`config.mk`:
```
export PLATFORM = sky130hd
export DESIGN_NAME = pmw_ctrl
export DESIGN_NICKNAME = d
export VERILOG_FILES = /design/src/hw/pmw_pkg.sv /design/src/hw/pmw_ctrl.sv
export SDC_FILE = /design/constraint.sdc
export NUM_CORES = 1
export LEC_CHECK = 0
export BUFFER_PORTS_ARGS = -buffer_cell sky130_fd_sc_hd__buf_2
export CAP_MARGIN = 20
export CORE_MARGIN = 1.5
export CORE_UTILIZATION = 55
export DETAILED_ROUTE_END_ITERATION = 6
export PLACE_DENSITY = 0.85
export RECOVER_POWER = 100
export REMOVE_ABC_BUFFERS = 1
export SYNTH_ARGS = -nofsm -noshare
export SYNTH_HDL_FRONTEND = slang
export SYNTH_SLANG_ARGS = --single-unit
```
`constraint.sdc`:
```
create_clock -name mclk -period 2.6 [get_ports mclk]
set_clock_uncertainty 0.15 [all_clocks]
set_input_delay 0.26 -clock mclk [delete_from_list [all_inputs] [get_ports mclk]]
set_output_delay 0.26 -clock mclk [all_outputs]
set_load 0.05 [all_outputs]
```
`src/hw/pmw_pkg.sv`:
```
/*
 Package for the power mode and wake-up controller: register layout,
 reset values, mode and oscillator encodings, settle counts and the
 state record of the controller.
 Assumes a single 40 MHz mclk domain; oscillator edges arrive as
 synchronous one-cycle tick inputs.
*/
package pmw_pkg;

   // ----------------------------------------------------------------
   // Register map
   // ----------------------------------------------------------------
   localparam logic [1:0] ADDR_MODE_CTRL = 2'h0;
   localparam logic [1:0] ADDR_SYS_CFG   = 2'h1;
   localparam logic [1:0] ADDR_STATUS    = 2'h2;

   localparam int BIT_FAST_SEL   = 0;
   localparam int BIT_IDLE_SEL   = 1;
   localparam int BIT_FAST_RDY   = 2;
   localparam int BIT_SLOW_RDY   = 3;
   localparam int BIT_QUICK_WAKE = 4;
   localparam int POS_DIV_LO     = 5;

   localparam int CFG_CLK_KEEP   = 0;
   localparam int CFG_WDOG_ON    = 1;
   localparam int CFG_VMON_ON    = 2;
   localparam int CFG_FAST_XTAL  = 3;
   localparam int CFG_SLOW_XTAL  = 4;

   localparam int ST_PDOWN       = 0;
   localparam int ST_WDOG_EXP    = 1;

   localparam logic [7:0] MODE_CTRL_RESET = 8'h01;
   localparam logic [7:0] SYS_CFG_RESET   = 8'h02;

   // ----------------------------------------------------------------
   // Divider codes and settle counts
   // ----------------------------------------------------------------
   localparam logic [2:0] DIV_SLOW   = 3'h1;
   localparam logic [2:0] DIV_FIRST  = 3'h2;
   localparam logic [5:0] DIV_MAXCNT = 6'h3F;

   localparam logic [10:0] XTAL_SETTLE = 11'h400;
   localparam logic [10:0] RC_SETTLE   = 11'h010;
   localparam logic [10:0] LRC_SETTLE  = 11'h002;

   typedef enum logic [2:0] {
      PMW_RUN    = 3'b000,
      PMW_SLEEP0 = 3'b001,
      PMW_SLEEP1 = 3'b010,
      PMW_IDLE0  = 3'b011,
      PMW_IDLE1  = 3'b100
   } pmw_mode_t;

   typedef struct packed {
      logic [7:0]  ctrl;
      logic [7:0]  cfg;
      logic        pdown;
      logic        wdog_exp;
      pmw_mode_t   mode;
      logic        fast_on;
      logic        fast_rdy;
      logic        slow_rdy;
      logic [10:0] fast_cnt;
      logic [10:0] slow_cnt;
      logic        quick;
      logic [5:0]  div_cnt;
      logic        sys_tick;
      logic        tick16;
      logic        tick64;
      logic [7:0]  rdata;
   } pmw_state_t;

   typedef struct packed {
      logic       sys_tick;
      logic       cpu_run;
      logic       tick16;
      logic       tick64;
      logic       sub_on;
      logic       fast_osc_en;
      logic       wdog_clear;
   } pmw_clk_out_t;

endpackage : pmw_pkg

```
`src/hw/pmw_ctrl.sv`:
```
/*
 Power mode and wake-up controller: system clock selection, NORMAL and
 SLOW switching, SLEEP0/SLEEP1/IDLE0/IDLE1 entry on halt, oscillator
 ready flags, fast wake-up on the sub clock.
 Assumes oscillator ticks are one-cycle pulses synchronous to mclk and
 that the CPU gives a one-cycle halt pulse while it still runs.
*/
// The implementer's own choices: the register addresses and the strobed register port.
`timescale 1ns/10ps

// Behaviour
// - Fast ready flag is zero at reset and rises once the fast oscillator settles.
// - Fast ready low in SLEEP/IDLE0; rises after 1024 crystal or 16 RC cycles.
// - Halt enters IDLE when idle select is one, otherwise SLEEP.
// - IDLE1 keeps system clock for peripherals; IDLE0 stops CPU and clock.
// - Fast select one picks undivided fast clock; zero uses divider field.
// - Switching system clock to slow clock turns the fast oscillator off.
// - Divide-by-16 and divide-by-64 ticks stop while the fast oscillator is off.
// - Fast wake-up acts only leaving SLEEP1 or IDLE0, never SLEEP0.
// - Crystal with fast wake-up runs on sub clock until 1024 cycles pass.
// - RC sources wake in 16 cycles, slow RC in 2; quick wake ignored.
// - With watchdog off no fast wake-up is given leaving SLEEP0.
// - Slow oscillator ready flag reports slow clock stability to software.
// - Halt with watchdog and monitor off enters SLEEP0, clearing and stopping watchdog.
// - Halt with watchdog or monitor on enters SLEEP1, sub clock kept running.
// - SLEEP entry keeps registers, sets power-down flag, clears expiry flag.
// - Divider 001 slow clock; 010 to 111 fast over 64,32,16,8,4,2.
// - Quick wake enable applies only to a fast crystal source.
// - Slow ready low in SLEEP0; rises after 1024 crystal or 2 RC cycles.
module pmw_ctrl (
   input  wire logic         mclk,         // system clock, 40 MHz
   input  wire logic         reset,        // synchronous, active high
   input  wire logic [1:0]   addr,         // register address
   input  wire logic [7:0]   wdata,        // write data
   input  wire logic         wr,           // write strobe
   input  wire logic         rd,           // read strobe
   output logic      [7:0]   rdata,        // read data, cycle after rd
   input  wire logic         fast_tick,    // one pulse per fast clock cycle
   input  wire logic         slow_tick,    // one pulse per slow clock cycle
   input  wire logic         halt_req,     // halt instruction pulse
   input  wire logic         wake_req,     // wake-up event
   input  wire logic         wdog_clr_req, // clear watchdog instruction
   input  wire logic         wdog_timeout, // watchdog overflow
   output pmw_pkg::pmw_clk_out_t clk_out   // clock enables and gating
);

   // ----------------------------------------------------------------
   // State
   // ----------------------------------------------------------------
   pmw_pkg::pmw_state_t s_q;
   pmw_pkg::pmw_state_t s_d;

   function automatic logic [5:0] div_mask(input logic [2:0] code);
      logic [5:0] m;
      m = 6'h00;
      case (code)
         3'h2:    m = 6'h3F;
         3'h3:    m = 6'h1F;
         3'h4:    m = 6'h0F;
         3'h5:    m = 6'h07;
         3'h6:    m = 6'h03;
         3'h7:    m = 6'h01;
         default: m = 6'h00;
      endcase
      return m;
   endfunction : div_mask

   function automatic logic settled(input logic [10:0] cnt,
                                    input logic [10:0] lim);
      return cnt >= lim;
   endfunction : settled

   logic        fast_sel;
   logic [2:0]  div_sel;
   logic        on_slow;
   logic        fast_xtal;
   logic        slow_xtal;
   logic [10:0] fast_lim;
   logic [10:0] slow_lim;
   logic        sleeping;
   logic        run_clk;
   logic        fast_live;

   always_comb begin
      fast_sel  = s_q.ctrl[pmw_pkg::BIT_FAST_SEL];
      div_sel   = s_q.ctrl[pmw_pkg::POS_DIV_LO +: 3];
      on_slow   = !fast_sel && (div_sel <= pmw_pkg::DIV_SLOW);
      fast_xtal = s_q.cfg[pmw_pkg::CFG_FAST_XTAL];
      slow_xtal = s_q.cfg[pmw_pkg::CFG_SLOW_XTAL];
      fast_lim  = fast_xtal ? pmw_pkg::XTAL_SETTLE
                            : pmw_pkg::RC_SETTLE;
      slow_lim  = slow_xtal ? pmw_pkg::XTAL_SETTLE
                            : pmw_pkg::LRC_SETTLE;
      sleeping  = (s_q.mode != pmw_pkg::PMW_RUN);
      fast_live = s_q.fast_on && fast_tick;
   end

   // ----------------------------------------------------------------
   // Next state
   // ----------------------------------------------------------------
   always_comb begin
      s_d          = s_q;
      s_d.sys_tick = 1'b0;
      s_d.tick16   = 1'b0;
      s_d.tick64   = 1'b0;
      s_d.rdata    = 8'h00;
      run_clk      = 1'b0;

      // Ready counters run only while their oscillator is on.
      if (!s_q.fast_on) begin
         s_d.fast_cnt = 11'h000;
         s_d.fast_rdy = 1'b0;
      end else if (fast_tick && !settled(s_q.fast_cnt, fast_lim)) begin
         s_d.fast_cnt = s_q.fast_cnt + 11'h001;
      end else if (settled(s_q.fast_cnt, fast_lim)) begin
         s_d.fast_rdy = 1'b1;
      end
      if (s_q.mode == pmw_pkg::PMW_SLEEP0) begin
         s_d.slow_cnt = 11'h000;
         s_d.slow_rdy = 1'b0;
      end else if (slow_tick && !settled(s_q.slow_cnt, slow_lim)) begin
         s_d.slow_cnt = s_q.slow_cnt + 11'h001;
      end else if (settled(s_q.slow_cnt, slow_lim)) begin
         s_d.slow_rdy = 1'b1;
      end

      // Fast oscillator stops when the slow clock is the system clock,
      // and during SLEEP or IDLE0.
      s_d.fast_on = !on_slow && (s_q.mode == pmw_pkg::PMW_RUN ||
                                 s_q.mode == pmw_pkg::PMW_IDLE1);
      if (s_q.quick && !on_slow)
         s_d.fast_on = 1'b1;

      // Quick wake ends once the crystal has settled.
      if (s_q.quick && s_q.fast_rdy)
         s_d.quick = 1'b0;

      // Power-down mode entry and exit.
      case (s_q.mode)
         pmw_pkg::PMW_RUN: begin
            if (halt_req) begin
               s_d.pdown    = 1'b1;
               s_d.wdog_exp = 1'b0;
               if (s_q.ctrl[pmw_pkg::BIT_IDLE_SEL]) begin
                  s_d.mode = s_q.cfg[pmw_pkg::CFG_CLK_KEEP] ?
                             pmw_pkg::PMW_IDLE1 : pmw_pkg::PMW_IDLE0;
               end else if (s_q.cfg[pmw_pkg::CFG_WDOG_ON] ||
                            s_q.cfg[pmw_pkg::CFG_VMON_ON]) begin
                  s_d.mode = pmw_pkg::PMW_SLEEP1;
               end else begin
                  s_d.mode = pmw_pkg::PMW_SLEEP0;
               end
            end
         end
         pmw_pkg::PMW_SLEEP0,
         pmw_pkg::PMW_SLEEP1,
         pmw_pkg::PMW_IDLE0,
         pmw_pkg::PMW_IDLE1: begin
            if (wake_req) begin
               s_d.mode = pmw_pkg::PMW_RUN;
               // Sub clock is off only in SLEEP0 and IDLE1 keeps the fast clock,
               // so quick wake is given from SLEEP1/IDLE0 and cannot help from SLEEP0.
               s_d.quick = fast_xtal && !on_slow &&
                           s_q.ctrl[pmw_pkg::BIT_QUICK_WAKE] &&
                           (s_q.mode == pmw_pkg::PMW_SLEEP1 ||
                            s_q.mode == pmw_pkg::PMW_IDLE0);
            end
         end
         default: s_d.mode = pmw_pkg::PMW_RUN;
      endcase

      // System clock source selection.
      if (s_q.mode == pmw_pkg::PMW_RUN || s_q.mode == pmw_pkg::PMW_IDLE1) begin
         if (s_q.quick)
            run_clk = slow_tick;
         else if (!s_q.fast_rdy && !on_slow)
            run_clk = 1'b0;
         else if (fast_sel)
            run_clk = fast_live;
         else if (div_sel <= pmw_pkg::DIV_SLOW)
            // SLOW mode only clocks once the slow source has settled.
            run_clk = slow_tick && s_q.slow_rdy;
         else
            run_clk = fast_live &&
                      ((s_q.div_cnt & div_mask(div_sel)) == div_mask(div_sel));
      end
      s_d.sys_tick = run_clk;

      // Internal fast dividers halt with the fast oscillator.
      if (fast_live) begin
         s_d.div_cnt = s_q.div_cnt + 6'h01;
         s_d.tick16  = (s_q.div_cnt[3:0] == 4'hF);
         s_d.tick64  = (s_q.div_cnt == pmw_pkg::DIV_MAXCNT);
      end

      // A halt in the same cycle wins, so its power-down flag stands.
      if (wdog_clr_req && !sleeping && !halt_req) begin
         s_d.pdown    = 1'b0;
         s_d.wdog_exp = 1'b0;
      end
      if (wdog_timeout)
         s_d.wdog_exp = 1'b1;

      // Register access; ready flags are read only.
      if (wr) begin
         case (addr)
            pmw_pkg::ADDR_MODE_CTRL: begin
               s_d.ctrl = wdata;
               s_d.ctrl[pmw_pkg::BIT_FAST_RDY] = 1'b0;
               s_d.ctrl[pmw_pkg::BIT_SLOW_RDY] = 1'b0;
            end
            pmw_pkg::ADDR_SYS_CFG: s_d.cfg = wdata;
            default: ;
         endcase
      end
      if (rd) begin
         case (addr)
            pmw_pkg::ADDR_MODE_CTRL: begin
               s_d.rdata = s_q.ctrl;
               s_d.rdata[pmw_pkg::BIT_FAST_RDY] = s_q.fast_rdy;
               s_d.rdata[pmw_pkg::BIT_SLOW_RDY] = s_q.slow_rdy;
            end
            pmw_pkg::ADDR_SYS_CFG: s_d.rdata = s_q.cfg;
            pmw_pkg::ADDR_STATUS: begin
               s_d.rdata[pmw_pkg::ST_PDOWN]    = s_q.pdown;
               s_d.rdata[pmw_pkg::ST_WDOG_EXP] = s_q.wdog_exp;
               s_d.rdata[7:5]                  = s_q.mode;
            end
            default: s_d.rdata = 8'h00;
         endcase
      end
   end

   always_ff @(posedge mclk) begin
      if (reset) begin
         s_q          <= '0;
         s_q.ctrl     <= pmw_pkg::MODE_CTRL_RESET;
         s_q.cfg      <= pmw_pkg::SYS_CFG_RESET;
         s_q.mode     <= pmw_pkg::PMW_RUN;
         s_q.fast_on  <= 1'b1;
      end else begin
         s_q <= s_d;
      end
   end

   // ----------------------------------------------------------------
   // Outputs
   // ----------------------------------------------------------------
   always_comb begin
      rdata               = s_q.rdata;
      clk_out.sys_tick    = s_q.sys_tick;
      clk_out.cpu_run     = (s_q.mode == pmw_pkg::PMW_RUN);
      clk_out.tick16      = s_q.tick16;
      clk_out.tick64      = s_q.tick64;
      clk_out.sub_on      = (s_q.mode != pmw_pkg::PMW_SLEEP0);
      clk_out.fast_osc_en = s_q.fast_on;
      clk_out.wdog_clear  = halt_req &&
                            (s_q.mode == pmw_pkg::PMW_RUN);
   end

endmodule : pmw_ctrl

```
# Word level (Yosys, flattened, before mapping)
# Index checks and enable logic that the tools add are counted.
# classes
n_bitwise,7
reduce_logical,46
n_eq_ne,18
order_cmp,3
addsub,3
muxes,27
# ops
operator,n
one-hot mux 6 bit (6 select lines),1
two-way mux 6 bit,5
"adder 11 x 1 -> 11 bit, second input constant",2
>= comparator 11 bit,2
two-way mux 11 bit,2
logical AND 1 bit,16
"== test 3 bit, second input constant",5
AND reduction 2 bit,7
OR reduction 2 bit,7
"== test 3 x 2 -> 1 bit, second input constant",4
one-hot mux 3 bit (2 select lines),2
two-way mux 1 bit,10
two-way mux 3 bit,3
one-hot mux 3 bit (3 select lines),1
nonzero test 3 bit,3
logical NOT 1 bit,7
"adder 6 x 1 -> 6 bit, second input constant",1
bitwise AND 6 bit,1
== test 6 bit,1
"== test 6 bit, second input constant",1
inverter 1 bit,6
one-hot mux 2 bit (3 select lines),1
"== test 4 bit, second input constant",1
two-way mux 4 bit,1
11 further kinds,14
# totals
ff_bits,62
elab_cells,120
input_bits,20
output_inout_bits,15

# Depth between registers and ports, before layout
# Gate-level depths: netlist (run 1).
# depth
word_depth,14
mapped_depth,7
ltp_nobuf,6

# Worst setup path before layout (run 1)
# Ideal clock, no wire load.
# synth_path
path_type,register to output
startpoint,reg s_q[45] in the netlist's numbering
endpoint,out clk_out[0] in the netlist's numbering
required_ps,2190
t_arrival_ps,2290
setup_slack_ps,-100
n_path_buf,1
stages_incl_launch_ff,4
path_cell_list,dfxtp_1 > clkbuf_1 > nor3_1 > and2_1
# synth_rtl
element,line_no,text
from (decl),pmw_ctrl.sv:50,pmw_pkg::pmw_state_t s_q;
to (decl),pmw_ctrl.sv:44,output pmw_pkg::pmw_clk_out_t clk_out

==> results.cfg, run 1 <==
[detailed_routing]
drt_iter0_markers = 188
wirelength_um = 6760
drtPass1Iterations = 5
route.detailed.drc = 0
vias = 2740
ant_nets = 0
drt-vias-per-instance = 5.82
avgRoutedWirePerCell_um = 14.4

[hold_path]
hold_path.class = in2reg

[floorplanning]
die_w_um = 78.2
die_y_um = 78.2
start_util_pct = 56.9
ios = 35
core_um2 = 5470
dieArea_um2 = 6120
num_rows = 27

[power]
combPwrFrac_pct = 10.9
p_int_w = 0.00166
leakage_nw = 1.32
powerDensity_nw_per_um2 = 643
p_seq_share_pct = 45.5
p_sw_w = 0.000575
switching_share_pct = 25.7
pwr-share-clk_pct = 43.7
ir_drop_v = 0.000362

[logic_synthesis]
yosys.area.top_type = dfxtp_1
syn_area_um2 = 3110
synth_edf_count = 0
async_flop_share_pct = 0
synthDistinctLibCells = 47
ys_ff_latch = 62
seq_area_frac_synth_pct = 39.9
synth_area_leaders = dfxtp_1 40%, mux2i_1 9.3%, nand2_1 4.9%, a21oi_1 4.2%, nor2_1 3.6%
synth-main-ff-cell = dfxtp_1
synth_top_area_share_pct = 39.9
synth_common_cells = 62 x dfxtp_1, 41 x nand2_1, 30 x nor2_1
yosysMostFrequentCell = dfxtp_1
avgSynthCellArea_um2 = 8.41
ys_warn_count = 0
synthCells = 370

[sta]
rsz0062_at_grt = no
final.period_utilization_pct = 88.2
hold_viol_final = 0
slew_headroom_pct = 8.17
setup_viol = 0
maxSlewViolCount = 0
tightest_slew_ns = 1.37
min_period_ns = 2.29
fmax_ghz = 0.436
fin_ws_ns = 0.307

[finish]
multi_input_area_um2 = 1660
nets = 422
fin_area_um2 = 3470
diodes = 0
drive_gt1_share_pct = 9.77
areaGrowthSynthToFinish_pct = 11.6
fillCellCount = 453
final_core_util_pct = 63.5
regArea_um2 = 1240

[cts]
h-tree-depth = 3
numCtsBuffers = 9
clock_path_buffers = 2
cts_resized = 0
cts_tree = built
clock_latency_ns = 0.34
clock-sinks = 62
path_clk_slew_ns = 0.07
clockRootBuffer = clkbuf_8

[placement]
hpwlAfterDp_um = 4690
dp_slack_ns = 0.363
portBuffers = 34
place.gp.congestion = 0.943
placed_area_um2 = 3250

[critical_path]
endpoint_kind = output port
crit_path_start_kind = flip-flop
crit_type = reg2out
worstPathMaxFanout = 9
arrival_ns = 1.88
cp_data_required_time_ns = 2.19

[flow_run]
maxCapViolCount = 0

[global_routing]
grt.total_usage_pct = 23.1
grt_max_degree = 26
grt_overflow = 0
antenna_found_initial = 0
grt_pass1_vias = 2625
grt_pass1_wl_um = 11400

[run_status]
status = completed
-- layout make-up --
cell class | instances | area share (%)
multi-input combinational | 266 | 47.9
inverter | 14 | 1.51
sequential | 62 | 35.7
clock inverter | 5 | 2.34
tap | 72 | 2.59
timing repair buffer | 41 | 5.55
clock buffer | 11 | 4.36
-- power groups by stage --
stage / registers [W] / clock network [W] / logic (W)
2_1_floorplan: 0.00104 / 0 / 0.000147
6_report: 0.00102 / 0.000975 / 0.000242
3_5_place_dp: 0.00104 / 0 / 0.000239
5_1_grt: 0.00102 / 0.00102 / 0.000268
4_1_cts: 0.00101 / 0.000984 / 0.000243
3_3_place_gp: 0.00104 / 0 / 0.000231
-- worst max-delay path, cell delays in order, from the launching register on --
cell and delay [ns]:
dfxtp_1 0.40, nor3_1 0.46, and2_1 0.21, clkbuf_1 0.47
-- state kept, by name, indices dropped and copies added (netlist names) --
signal     cells
fast_sel       1
div_sel        3
clk_out        4
fast_xtal      1
s_q           45
rdata          8
-- per-layer routing --
| layer | vias to the layer above | global-route usage (%) | part of all wire (%) |
|---|---|---|---|
| met3 | 9 | 3.49 | 5.0 |
| met1 | 1290 | 28.0 | 46 |
| met4 | 0 | 9.11 | 1.4 |
| met5 | - | 0 | 0 |
| li1 | 1349 | - | - |
| met2 | 92 | 41.0 | 47 |
-- placed cells by master (no fill, tap or decap), types with 11 or more instances in the layout --
cell,netlist,routed
nor2_1,30,30
clkbuf_1,16,20
buf_2,0,18
o21ai_0,11,11
dfxtp_1,62,62
nand3_1,18,18
nand2b_1,12,12
or3_1,12,12
nand2_1,41,41
nor3_1,12,12
nor4_1,11,11
mux2i_1,29,29
a21oi_1,26,26
inv_1,14,14
clkbuf_8,0,11
-- repair_timing --
item / 4_1_cts / 5_1_grt
buffers inserted: 0 / 0
hold buffers: 2 / 0
hold endpoints to repair: 2 / 0
-- stage by stage --
| stage | cells | setup TNS [ns] | hold WS [ns] | power, W |
|---|---|---|---|---|
| final | 471 | 0 | 0.00925 | 0.00223 |
| after global routing | 471 | 0 | 0.0368 | 0.00230 |
| after CTS | 470 | 0 | 0.00611 | 0.00224 |
| after detailed placement | 452 | 0 | 0.311 | 0.00127 |
| after global placement | 452 | 0 | 0.293 | 0.00127 |
| after floorplan | 342 | -0.00794 | 0.179 | 0.00119 |
-- path summary, 6_finish.rpt --
check	startpoint	end	slack, ns	depth (start not counted)
max reg2reg	s_q[19]	s_q[27]	0.47	7
min	wdata[1]	s_q[57]	0.009	3
min reg2reg	s_q[53]	s_q[53]	0.32	2
max	s_q[45]	clk_out[0]	0.31	3
-- logic make-up (layout without fill, tap and decap cells) --
family / after synthesis / count (layout) / synth area share, %
XOR/XNOR: 4 / 4 / 1.13
adder cells (fa/ha/maj): 8 / 8 / 3.22
buffers and inverters: 42 / 71 / 6.51
multiplexers: 29 / 29 / 9.32
flip-flops: 62 / 62 / 39.9
AO/OA/AOI/OAI: 56 / 56 / 11.1
AND/OR/NAND/NOR: 169 / 169 / 28.9
No activity file was read; power rests on OpenSTA's default activity.
==> run 2, diff against run 1 <==
--- a/config.mk
+++ b/config.mk
@@ -5,14 +5,13 @@
 export SDC_FILE = /design/constraint.sdc
 export NUM_CORES = 1
 export LEC_CHECK = 0
+export ABC_AREA = 1
 export BUFFER_PORTS_ARGS = -buffer_cell sky130_fd_sc_hd__buf_2
-export CAP_MARGIN = 20
 export CORE_MARGIN = 1.5
 export CORE_UTILIZATION = 55
 export DETAILED_ROUTE_END_ITERATION = 6
-export PLACE_DENSITY = 0.85
+export PLACE_DENSITY = 0.84
 export RECOVER_POWER = 100
-export REMOVE_ABC_BUFFERS = 1
 export SYNTH_ARGS = -nofsm -noshare
 export SYNTH_HDL_FRONTEND = slang
 export SYNTH_SLANG_ARGS = --single-unit
==> run 2 against run 1 <==
  * Worst setup slack better by 0.019 ns
  * Sequential cell count unchanged
  * Critical path depth increased by 3
  * Final cell count grew 23%
  * Sequential share of layout area decreased by 1.3 points
  * Clock power is 22% lower
  * Worst hold slack better by 0.0029 ns
==> results.cfg, run 2 <==
[detailed_routing]
drtPass1Iterations = 5
wl_met2_um = 3460
wirelength_um = 7440
drt-met1-wl_um = 3570
highest_layer = met4
ant_nets = 0
drt-vias-per-instance = 5.36
drt_iter0_markers = 131
vias = 3090
route.detailed.drc = 0
avgRoutedWirePerCell_um = 12.9
route.met3.wl_um = 332

[placement]
placed_area_um2 = 3470
place.gp.congestion = 0.979
portBuffers = 34
hpwlAfterDp_um = 5370

[sta]
fmax_ghz = 0.440
min_period_ns = 2.27
hold_viol_final = 0
rsz0062_at_grt = no
tns_ns = 0
final.period_utilization_pct = 87.5
tightest_slew_ns = 0.668
slew_headroom_pct = 55.3
setup_viol = 0
maxSlewViolCount = 0

[critical_path]
r2r-start = s_q[33]
worstPathMaxFanout = 4
crit_type = reg2out
reg2regPathDepth = 9
rrSetupSlack_ns = 0.36
cp_data_required_time_ns = 2.19
regToRegEndpoint = s_q[37]
endpoint_kind = output port
crit_path_start_kind = flip-flop
arrival_ns = 1.86

[logic_synthesis]
synthCells = 474
synthDistinctLibCells = 34
avgSynthCellArea_um2 = 7.06
yosysMostFrequentCell = nand2_1
syn_area_um2 = 3350
synth_edf_count = 0
yosys.area.top_type = dfxtp_1
async_flop_share_pct = 0
seq_area_frac_synth_pct = 37.1
syn-num-nets = 502
ys_ff_latch = 62
synth_common_cells = 107 x nand2_1, 62 x dfxtp_1, 53 x inv_1
synth_area_leaders = dfxtp_1 37%, nand2_1 12%, inv_1 5.9%, a21oi_1 5.2%, nor2_1 4.7%
synth-main-ff-cell = dfxtp_1
ys_warn_count = 0
synth_top_area_share_pct = 37.1

[finish]
multi_input_area_um2 = 1690
regMostFlops = s_q
fin_area_um2 = 3600
final_common_cell = nand2_1
regArea_um2 = 1240
fillCellCount = 554
nets = 526
largest_register_ffs = 45
diodes = 0
drive_gt1_share_pct = 13.7
areaGrowthSynthToFinish_pct = 7.55
layout_common_cells = 109 x nand2_1, 62 x dfxtp_1, 53 x inv_1

[cts]
cts_tree = built
numCtsBuffers = 9
clock_path_buffers = 2
clockRootBuffer = clkbuf_8
clock_latency_ns = 0.35
cts_resized = 0
path_clk_slew_ns = 0.07
clock-sinks = 62
h-tree-depth = 3

[floorplanning]
die_w_um = 81.0
die_y_um = 81.0
ios = 35
dieArea_um2 = 6570
core_um2 = 5890
start_util_pct = 56.9
num_rows = 28

[global_routing]
grt_max_degree = 14
grt.total_usage_pct = 24.2
antenna_found_initial = 0
grt_pass1_wl_um = 12300
grt_pass1_vias = 2792
grt_overflow = 0

[hold_path]
min_to = div_sel[2]
hp-start = wdata[7]
hold_depth = 3
hold_path.class = in2reg

[flow_run]
maxCapViolCount = 0

[power]
leakage_nw = 1.49
powerDensity_nw_per_um2 = 598
p_seq_share_pct = 48.2
p_sw_w = 0.000672
switching_share_pct = 31.2
combPwrFrac_pct = 16.7
ir_drop_v = 0.000525
pwr-share-clk_pct = 35.1
p_int_w = 0.00148

[run_status]
status = completed
[run 2: cell types whose count changed after synthesis, sizes merged, moves of 10 or more]
cell,change
a21oi,+19
inv,+49
mux2i,-29
nand2,+77
nand2b,-12
nand3,+10
nand4,+18
nor2,+19
nor4,-12
o21ai,+13
or3,-12
[run 2: metal layers]
layer	up-vias	GRT usage (%)
li1	1580	-
met1	1434	31.5
met2	68	38.3
met3	8	7.53
met4	0	7.76
met5	-	0
[run 2: worst max-delay path by stage]
stage                     startpoint    endpoint  slack, ns  depth (start not counted)
final                        s_q[43]  clk_out[0]       0.33                          6
after global routing         s_q[43]  clk_out[0]       0.18                          6
after CTS                  fast_xtal     s_q[35]       0.48                          8
after detailed placement   fast_xtal     s_q[35]       0.51                          8
after global placement     fast_xtal     s_q[39]       0.61                          8
after floorplan              s_q[43]     s_q[45]       0.72                          7
[run 2: layout make-up]
| class | instances | area share (%) |
|---|---|---|
| Clock buffer | 11 | 4.20 |
| Clock inverter | 4 | 0.625 |
| Inverter | 63 | 6.57 |
| Multi-Input combinational cell | 325 | 46.9 |
| Sequential cell | 62 | 34.5 |
| Tap cell | 75 | 2.61 |
| Timing Repair Buffer | 37 | 4.66 |
[run 2: kinds of logic (layout without fill, tap and decap cells)]
| family | after synthesis | in the layout | share of synthesized area, % |
|---|---|---|---|
| AOI/OAI and AO/OA | 81 | 81 | 14.2 |
| xor gates and xnor gates | 11 | 11 | 2.88 |
| adders and majority gates | 8 | 8 | 2.99 |
| buffers and inverters | 87 | 115 | 11.6 |
| DFF | 62 | 62 | 37.1 |
| and+or+nand+nor | 225 | 225 | 31.2 |
[run 2: critical path: stages (launching register included)]
cell and delay (ns):
dfxtp_1 0.34, nor2_1 0.26, nand2_1 0.16, inv_1 0.12, nand2_1 0.09, inv_1 0.08, clkbuf_1 0.46
[run 2: what timing repair did]
action                                 in CTS  in global routing
hold buffers                                1                  0
endpoints found under the hold margin       1                  0
setup buffers                               0                  0
[run 2: power groups by stage]
stage | registers [W] | clock network, W | logic [W]
2_1_floorplan | 0.00105 | 0 | 0.000297
3_3_place_gp | 0.00106 | 0 | 0.000357
3_5_place_dp | 0.00106 | 0 | 0.000368
4_1_cts | 0.00104 | 0.000768 | 0.000372
5_1_grt | 0.00104 | 0.000805 | 0.000395
6_report | 0.00104 | 0.000757 | 0.000359
[run 2: per-stage QoR]
| stage | setup WS [ns] | utilization [%] | power (W) | std cells | hold slack [ns] |
|---|---|---|---|---|---|
| floorplan | 0.721 | - | 0.00134 | 474 | 0.190 |
| global placement | 0.606 | 59.0 | 0.00141 | 561 | 0.298 |
| detailed placement | 0.510 | 59.0 | 0.00142 | 561 | 0.305 |
| CTS | 0.483 | 62.2 | 0.00218 | 577 | 0.00337 |
| global route | 0.179 | 61.2 | 0.00224 | 577 | 0.0213 |
| finish | 0.326 | 61.2 | 0.00215 | 577 | 0.0121 |
